File: src/core/qsr_consts.svh
// constants for the questionable status reporting block
// Function
// - event words latch transitions until read
// - event read returns contents then clears
// - rising mask sets event on 0-1
// - falling mask sets event on 1-0
// - enabled true event raises group summary
// - summary rise feeds next level condition
// - questionable summary at status byte bit 3
// - limit summary at questionable bit 9
// - status bit 6 set in the same cycle as service request
// - condition word keeps showing live sources
// - operation bits 4, 5, 6 track acquisition
// - standard event read returns then clears
// - armed completion sets operation-complete flag
// - condition reads never alter condition word
// - operation summary at status byte bit 7
`ifndef QSR_CONSTS_SVH
`define QSR_CONSTS_SVH
`define QSR_WORD_W       16
`define QSR_QUES_LIMIT   9
`define QSR_OPER_MEAS    4
`define QSR_OPER_WTRIG   5
`define QSR_OPER_TRIGD   6
`define QSR_STB_QUES     3
`define QSR_STB_ESB      5
`define QSR_STB_RQS      6
`define QSR_STB_OPER     7
`define QSR_ESR_OPC      0
`define QSR_ZERO16       16'h0000
`define QSR_ZERO8        8'h00
`endif

File: src/core/qsr_pkg.sv
// types for the questionable status reporting block
package qsr_pkg;
    typedef logic [15:0] qsr_word_t;
    typedef logic [7:0]  qsr_byte_t;
    typedef enum logic [0:0] {
        QSR_OPC_IDLE  = 1'b0,
        QSR_OPC_ARMED = 1'b1
    } qsr_opc_state_t;
endpackage : qsr_pkg

File: src/core/qsr_status.sv
// status reporting tree: limit group, questionable, operation, status byte
`timescale 1ns/1ps
`default_nettype none
`include "qsr_consts.svh"

module qsr_status #(
    parameter int LIMIT_W = 8
) (
    // clock, reset, clock enable
    input  wire logic              core_clk,
    input  wire logic              sys_rst,
    input  wire logic              clk_en,
    // live sources
    input  wire logic [LIMIT_W-1:0] limit_cond,
    input  wire qsr_pkg::qsr_word_t ques_cond_in,
    input  wire logic              acq_measuring,
    input  wire logic              acq_awaiting_trigger_flag,
    input  wire logic              acq_triggered,
    // limit group masks
    input  wire logic [LIMIT_W-1:0] limit_rising_filter_mask,
    input  wire logic [LIMIT_W-1:0] limit_falling_filter_mask,
    input  wire logic [LIMIT_W-1:0] limit_enable,
    // questionable masks
    input  wire qsr_pkg::qsr_word_t ques_rising_filter_mask,
    input  wire qsr_pkg::qsr_word_t ques_falling_filter_mask,
    input  wire qsr_pkg::qsr_word_t ques_enable,
    // operation masks
    input  wire qsr_pkg::qsr_word_t oper_rising_filter_mask,
    input  wire qsr_pkg::qsr_word_t oper_falling_filter_mask,
    input  wire qsr_pkg::qsr_word_t oper_enable,
    // service request enable, standard event enable
    input  wire qsr_pkg::qsr_byte_t srq_enable,
    input  wire qsr_pkg::qsr_byte_t esr_enable,
    // destructive reads, one-cycle strobes
    input  wire logic              limit_event_rd,
    input  wire logic              ques_event_rd,
    input  wire logic              oper_event_rd,
    input  wire logic              esr_rd,
    // completion handshake
    input  wire logic              opc_cmd,
    input  wire logic              ops_pending,
    // condition words
    output logic [LIMIT_W-1:0]     limit_cond_out,
    output qsr_pkg::qsr_word_t     ques_cond_out,
    output qsr_pkg::qsr_word_t     oper_cond_out,
    // event words
    output logic [LIMIT_W-1:0]     limit_event_out,
    output qsr_pkg::qsr_word_t     ques_event_out,
    output qsr_pkg::qsr_word_t     oper_event_out,
    output qsr_pkg::qsr_byte_t     esr_out,
    // status byte and service request
    output qsr_pkg::qsr_byte_t     status_byte,
    output logic                   srq_out
);
    import qsr_pkg::*;

    // widths the logic cannot serve are refused while elaborating
    if (LIMIT_W < 1 || LIMIT_W > `QSR_WORD_W) begin : g_bad_limit_w
        $error("LIMIT_W out of range");
    end
    // field positions must land inside the words they index
    if ($bits(qsr_word_t) != `QSR_WORD_W
            || `QSR_QUES_LIMIT >= `QSR_WORD_W
            || `QSR_OPER_TRIGD >= `QSR_WORD_W
            || `QSR_STB_OPER >= $bits(qsr_byte_t)) begin : g_bad_field
        $error("field position outside its word");
    end

    // transition filter for one bit: rising and falling edges, each masked
    function automatic logic qsr_qualify(
        input logic now_bit,
        input logic was_bit,
        input logic rise_en,
        input logic fall_en
    );
        qsr_qualify = (now_bit && !was_bit && rise_en)
                   || (!now_bit && was_bit && fall_en);
    endfunction : qsr_qualify

    // limit group
    logic [LIMIT_W-1:0] lim_cond_reg;
    logic [LIMIT_W-1:0] lim_evt_reg;
    logic [LIMIT_W-1:0] lim_evt_next;
    logic               lim_sum;
    logic [LIMIT_W-1:0] lim_qual;

    for (genvar gi = 0; gi < LIMIT_W; gi++) begin : g_lim_bit
        assign lim_qual[gi] = qsr_qualify(limit_cond[gi], lim_cond_reg[gi],
                                          limit_rising_filter_mask[gi],
                                          limit_falling_filter_mask[gi]);
    end
    // set wins over the read's clear
    assign lim_evt_next = (limit_event_rd ? '0 : lim_evt_reg)
                        | lim_qual;
    assign lim_sum = |(lim_evt_reg & limit_enable);

    // questionable group: limit summary feeds bit 9 of its condition
    // an outside bit 9 is dropped; the limit summary owns that place
    qsr_word_t ques_cond_now;
    qsr_word_t ques_cond_reg;
    qsr_word_t ques_evt_reg;
    qsr_word_t ques_evt_next;
    qsr_word_t ques_qual;
    logic      ques_sum;

    always_comb begin
        ques_cond_now = ques_cond_in;
        ques_cond_now[`QSR_QUES_LIMIT] = lim_sum;
    end
    for (genvar gq = 0; gq < `QSR_WORD_W; gq++) begin : g_ques_bit
        assign ques_qual[gq] = qsr_qualify(ques_cond_now[gq],
                                           ques_cond_reg[gq],
                                           ques_rising_filter_mask[gq],
                                           ques_falling_filter_mask[gq]);
    end
    assign ques_evt_next = (ques_event_rd ? '0 : ques_evt_reg) | ques_qual;
    assign ques_sum = |(ques_evt_reg & ques_enable);

    // operation group
    qsr_word_t oper_cond_now;
    qsr_word_t oper_cond_reg;
    qsr_word_t oper_evt_reg;
    qsr_word_t oper_evt_next;
    qsr_word_t oper_qual;
    logic      oper_sum;

    always_comb begin
        oper_cond_now = `QSR_ZERO16;
        oper_cond_now[`QSR_OPER_MEAS]  = acq_measuring;
        oper_cond_now[`QSR_OPER_WTRIG] = acq_awaiting_trigger_flag;
        oper_cond_now[`QSR_OPER_TRIGD] = acq_triggered;
    end
    for (genvar go = 0; go < `QSR_WORD_W; go++) begin : g_oper_bit
        assign oper_qual[go] = qsr_qualify(oper_cond_now[go],
                                           oper_cond_reg[go],
                                           oper_rising_filter_mask[go],
                                           oper_falling_filter_mask[go]);
    end
    assign oper_evt_next = (oper_event_rd ? '0 : oper_evt_reg) | oper_qual;
    assign oper_sum = |(oper_evt_reg & oper_enable);

    // standard event word and completion tracking
    qsr_byte_t      esr_reg;
    qsr_byte_t      esr_next;
    qsr_opc_state_t opc_state_reg;
    qsr_opc_state_t opc_state_next;
    logic           opc_done;

    // only the completion bit is used; the rest of the word stays zero
    assign opc_done = (opc_state_reg == QSR_OPC_ARMED)
                   && !ops_pending;
    always_comb begin
        esr_next = esr_rd ? `QSR_ZERO8 : esr_reg;
        if (opc_done) begin
            esr_next[`QSR_ESR_OPC] = 1'b1;
        end
    end
    // a second arm while armed is absorbed: one completion is tracked
    always_comb begin
        case (opc_state_reg)
            QSR_OPC_IDLE:  opc_state_next = opc_cmd ? QSR_OPC_ARMED
                                                    : QSR_OPC_IDLE;
            QSR_OPC_ARMED: opc_state_next = opc_done ? QSR_OPC_IDLE
                                                     : QSR_OPC_ARMED;
            default:       opc_state_next = QSR_OPC_IDLE;
        endcase
    end

    // status byte; request held until the status byte no longer asks
    qsr_byte_t stb_next;
    qsr_byte_t stb_full;
    logic      esb_sum;
    logic      rqs_next;

    assign esb_sum = |(esr_reg & esr_enable);
    always_comb begin
        stb_next = `QSR_ZERO8;
        stb_next[`QSR_STB_QUES] = ques_sum;
        stb_next[`QSR_STB_ESB]  = esb_sum;
        stb_next[`QSR_STB_OPER] = oper_sum;
    end
    // request is a level; it drops once the enabled events are read out
    assign rqs_next = |(stb_next & srq_enable);
    always_comb begin
        stb_full = stb_next;
        stb_full[`QSR_STB_RQS] = rqs_next;
    end

    // reset overrides clk_en so a frozen block can still be cleared
    always_ff @(posedge core_clk) begin
        if (sys_rst) begin
            lim_cond_reg    <= '0;
            lim_evt_reg     <= '0;
            ques_cond_reg   <= `QSR_ZERO16;
            ques_evt_reg    <= `QSR_ZERO16;
            oper_cond_reg   <= `QSR_ZERO16;
            oper_evt_reg    <= `QSR_ZERO16;
            esr_reg         <= `QSR_ZERO8;
            opc_state_reg   <= QSR_OPC_IDLE;
            status_byte     <= `QSR_ZERO8;
            srq_out         <= 1'b0;
        end else if (clk_en) begin
            lim_cond_reg    <= limit_cond;
            lim_evt_reg     <= lim_evt_next;
            ques_cond_reg   <= ques_cond_now;
            ques_evt_reg    <= ques_evt_next;
            oper_cond_reg   <= oper_cond_now;
            oper_evt_reg    <= oper_evt_next;
            esr_reg         <= esr_next;
            opc_state_reg   <= opc_state_next;
            status_byte     <= stb_full;
            srq_out         <= rqs_next;
        end
    end

    // condition outputs are plain registered copies; reads never touch them
    assign limit_cond_out  = lim_cond_reg;
    assign ques_cond_out   = ques_cond_reg;
    assign oper_cond_out   = oper_cond_reg;
    assign limit_event_out = lim_evt_reg;
    assign ques_event_out  = ques_evt_reg;
    assign oper_event_out  = oper_evt_reg;
    assign esr_out         = esr_reg;
endmodule : qsr_status
`default_nettype wire

File: config.mk
export PLATFORM = sky130hd
export DESIGN_NAME = qsr_status
export DESIGN_NICKNAME = d
export VERILOG_FILES = /design/src/core/qsr_pkg.sv /design/src/core/qsr_status.sv
export VERILOG_INCLUDE_DIRS = /design/src /design/src/core
export SDC_FILE = /design/constraint.sdc
export NUM_CORES = 1
export LEC_CHECK = 0
export BUFFER_PORTS_ARGS = -buffer_cell sky130_fd_sc_hd__buf_4
export CAP_MARGIN = 5
export CORE_AREA = 2 2 103 105
export DETAILED_ROUTE_END_ITERATION = 8
export DIE_AREA = 0 0 105 107
export PLACE_DENSITY = 0.68
export SLEW_MARGIN = 30
export SYNTH_ARGS = -nofsm -noshare
export SYNTH_HDL_FRONTEND = slang
export SYNTH_SLANG_ARGS = --single-unit
File: constraint.sdc
create_clock -name core_clk -period 1.45 [get_ports core_clk]
set_input_delay 0.0725 -clock core_clk [delete_from_list [all_inputs] [get_ports core_clk]]
set_output_delay 0.0725 -clock core_clk [all_outputs]
set_load 0.01 [all_outputs]
# ---- Word-level counts from Yosys, hierarchy flattened
# Cells that the tools add are included.
dict set report totals {
  word_cells 225
  in_bits 172
  register_bits 74
  out_inout_bits 97
}
dict set report op_classes {
  n_mux 8
  bitwise 9
  n_reduce_logical 198
}
# cell count
set ops {}
lappend ops {{$logic_and 1x1->1} 109}
lappend ops {{$logic_not 1->1} 55}
lappend ops {{$and 16x16->16} 2}
lappend ops {{$mux 16} 2}
lappend ops {{$reduce_or 16->1} 2}
lappend ops {{$logic_or 1x1->1} 27}
lappend ops {{$reduce_or 8->1} 3}
lappend ops {{$and 8x8->8} 2}
lappend ops {{$or 16x16->16} 1}
lappend ops {{$or 16x7->16} 1}
lappend ops {{$and 1x8->8} 1}
lappend ops {{$mux 8} 1}
lappend ops {{$or 8x8->8} 1}
lappend ops {{$mux 1} 4}
lappend ops {{$pmux 1 s2} 1}
lappend ops {{$reduce_and 2->1} 1}
lappend ops {{$reduce_bool 2->1} 1}
lappend ops {{$not 1->1} 1}

# ---- Longest topological paths before layout
dict set report depth {
  depth_word 7
  mapped_depth 5
  depth_no_buf 4
}

# ---- Worst setup path after synthesis
# OpenSTA, ideal clock, no wires.
dict set report synth_path {
  path_type {reg-to-reg}
  start {register ques_evt_reg[7], in the netlist ques_event_out[7]}
  end {register status_byte[6]}
  synth_period_minus_slack_ns 1.101
  required_time_ns 1.328
  n_path_buf 0
  stages_incl_launch_ff 5
  setup_time_ns 0.122
  setup_slack_ns 0.349
  arrival_time_ns 0.979
  cell_sequence {dfxtp_1 > a22o_1 > a221oi_2 > and4_1 > o22ai_1}
}
dict set report synth_between {
  elab_chain_cells 4
}
# item line_no
set synth_rtl {}
lappend synth_rtl {{from (decl)} qsr_status.sv:101} ;# qsr_word_t ques_evt_reg;
lappend synth_rtl {{from (signal assigned)} qsr_status.sv:195} ;# ques_evt_reg <= `QSR_ZERO16;
lappend synth_rtl {{from (signal assigned)} qsr_status.sv:206} ;# ques_evt_reg <= ques_evt_next;
lappend synth_rtl {{$and 16x16->16} qsr_status.sv:117} ;# assign ques_sum = |(ques_evt_reg & ques_enable);
lappend synth_rtl {{$reduce_or 16->1} qsr_status.sv:117}
lappend synth_rtl {{$and 8x8->8} qsr_status.sv:183} ;# assign rqs_next = |(stb_next & srq_enable);
lappend synth_rtl {{$reduce_or 8->1} qsr_status.sv:183}
lappend synth_rtl {{to (signal assigned)} qsr_status.sv:200} ;# status_byte <= `QSR_ZERO8;
lappend synth_rtl {{to (signal assigned)} qsr_status.sv:211} ;# status_byte <= stb_full;
lappend synth_rtl {{to (decl)} qsr_status.sv:52} ;# output qsr_pkg::qsr_byte_t status_byte,
# Every way passes these cells.
# A chain may end at the register's enable or synchronous reset.

# ---- Final worst setup path
# Same ends and word-level chain as after synthesis.

==> out/qor.yml <==
p_switching_w: 0.00113
cts_root_buf: "clkbuf_8"
path_cells: "a22o_1 -> a221oi_2 -> and4_1 -> o22ai_1"
grt_usage: 0.163
insertion_delay_ps: 340
drc: 0
fmax_mhz: 796
grt_max_degree: 28
grt_overflow: 0
path_buf_inv: 0
fin_crit_sh: 0.867
path_clk_slew_ps: 70
clkSinkCount: 60
start_kind: "flip-flop"
slowest_stage: "dfxtp_1"
core-area_mm2: 0.0101
critPathKind: "flip-flop to flip-flop"
cts_tree: "done"
dr.pass1.iters: 5
final_net_count: 719
drive_gt1_frac: 0.376
combPwrFrac: 0.216
h-tree-depth: 3
syn-instance-count: 343
rsz0062_at_grt: "false"
critPathMaxStageDelay_ps: 330
die_w_um: 105
gp_routability_congestion: 0.723
status: "completed"
place_area_mm2: 0.00431
peakVddDrop_v: 0.000422
yosys_warnings: 0
seq_area_frac_synth: 0.403
synth.distinct_cells: 25
layout_common_cells: "buf_4, dfxtp_1, nor2_1"
cts_inserted_buffers: 9
seqCellArea_mm2: 0.00120
seqPwrFrac: 0.434
route.antenna.remaining_nets: 0
finalMaxSlewViolations: 0
synth_area_mm2: 0.00298
antenna_found_initial: 0
boundaryPins: 269
hold_viol: 0
clk_path_buf_depth: 2
dp_hpwl_mm: 7.05
wire_per_inst_um: 13.6
fin_area_mm2: 0.00475
fin_crit_ps: 1260
crit_arrival_ps: 1480
leakage_nw: 2.26
finalCoreUtilization: 0.471
vias: 3112
viasPerCell: 4.53
start_util: 0.295
p_sw_frac: 0.269
fin_hold_ws_ps: 4.44
p_per_area_mw_per_mm2: 887
layout_commonest_cell: "buf_4"
skew_ps: 6.85
die_area_mm2: 0.0112
die_h_um: 107
grt_pass1_wl_mm: 14.4
critPathMaxFanout: 3
p_total_w: 0.00422
num_rows: 37
path_delay_family: "compound AO/OA/AOI/OAI gates"
cp.required_ps: 1670
synth-seq-cells: 60
tns_ps: 0
multi_input_area_mm2: 0.00152
syn_to_final_growth_pct: 59.5
fill_cells: 972
routed_wl_mm: 9.33
syn_avg_cell_area_um2: 8.69
hp-class: "input port to flip-flop"
cp-end-kind: "flip-flop"
grt_pass1_vias: 3039
clock_power_share: 0.349
diodes: 0
post_cts_buffers: 0
drt_iter0_drc: 113
drv_cap: 0
setup_violations: 0
intPower_w: 0.00309
numPortBuffers: 179
power groups by stage:
stage	clock network (W)	logic (W)	registers [W]
finish	0.00147	0.000913	0.00183
global route	0.00160	0.00100	0.00185
CTS	0.00153	0.000921	0.00183
detailed placement	0	0.000864	0.00187
global placement	0	0.000852	0.00186
floorplan	0	0.000416	0.00189
final timing paths:
path / from / endpoint / slack, ps / cells after the start
max: ques_event_out[7] / status_byte[6] / 190 / 4
min: ques_cond_in[10] / ques_cond_out[10] / 4 / 3
max reg2reg: ques_event_out[7] / status_byte[6] / 190 / 4
min reg2reg: status_byte[5] / status_byte[5] / 480 / 2
synthesized netlist by cell type (all sizes together):
library cell	instances	area (um2)
dfxtp	60	1200
nor2	57	214
buf	48	358
nand2	32	125
a22oi	30	225
nand3b	29	218
o21ai	28	140
mux2i	26	260
clkbuf	6	22.5
a221oi	4	60.1
a22o	4	35.0
a211oi	3	22.5
inv	3	11.3
a21oi	2	10.0
and4	2	17.5
nand3	2	10.0
o211ai	2	15.0
a222oi	1	10.0
a32oi	1	8.76
conb	1	3.75
nand4	1	6.26
o22ai	1	6.26
metal layers:
| metal | track usage | share of wire | vias up |
|---|---|---|---|
| met2 | 0.303 | 0.51 | 135 |
| met1 | 0.169 | 0.39 | 1424 |
| met3 | 0.0626 | 0.083 | 11 |
| li1 | - | - | 1542 |
| met5 | 0 | 0 | - |
| met4 | 0.0486 | 0.012 | 0 |
worst min-delay path: cells and delay by family:
kind / cells / cell delay, ps
simple gates: 1 / 80
buf+inv: 1 / 90
mux: 1 / 60
through the flow:
stage	setup WS [ps]	std cells
final	194	687
after global routing	123	687
after CTS	181	687
after detailed placement	195	647
after global placement	219	647
after floorplan	349	379
layout make-up:
type | instances | area share
inverter | 3 | 0.00237
tap | 136 | 0.0358
clock inverter | 5 | 0.0111
sequential | 60 | 0.253
clock buffer | 10 | 0.0289
timing repair buffer | 211 | 0.349
multi-input combinational | 262 | 0.320
what timing repair did:
action                    4_1_cts  5_1_grt
hold buffers                   25        0
resized for setup               0        0
hold endpoints to repair       25        0
logic make-up after synthesis:
family	Yosys count	synth area share
compound gates	76	0.179
buf+inv	57	0.131
flops	60	0.403
mux	26	0.0873
other cells	1	0.00126
simple gates	123	0.198
(Power assumes the default switching activity.)
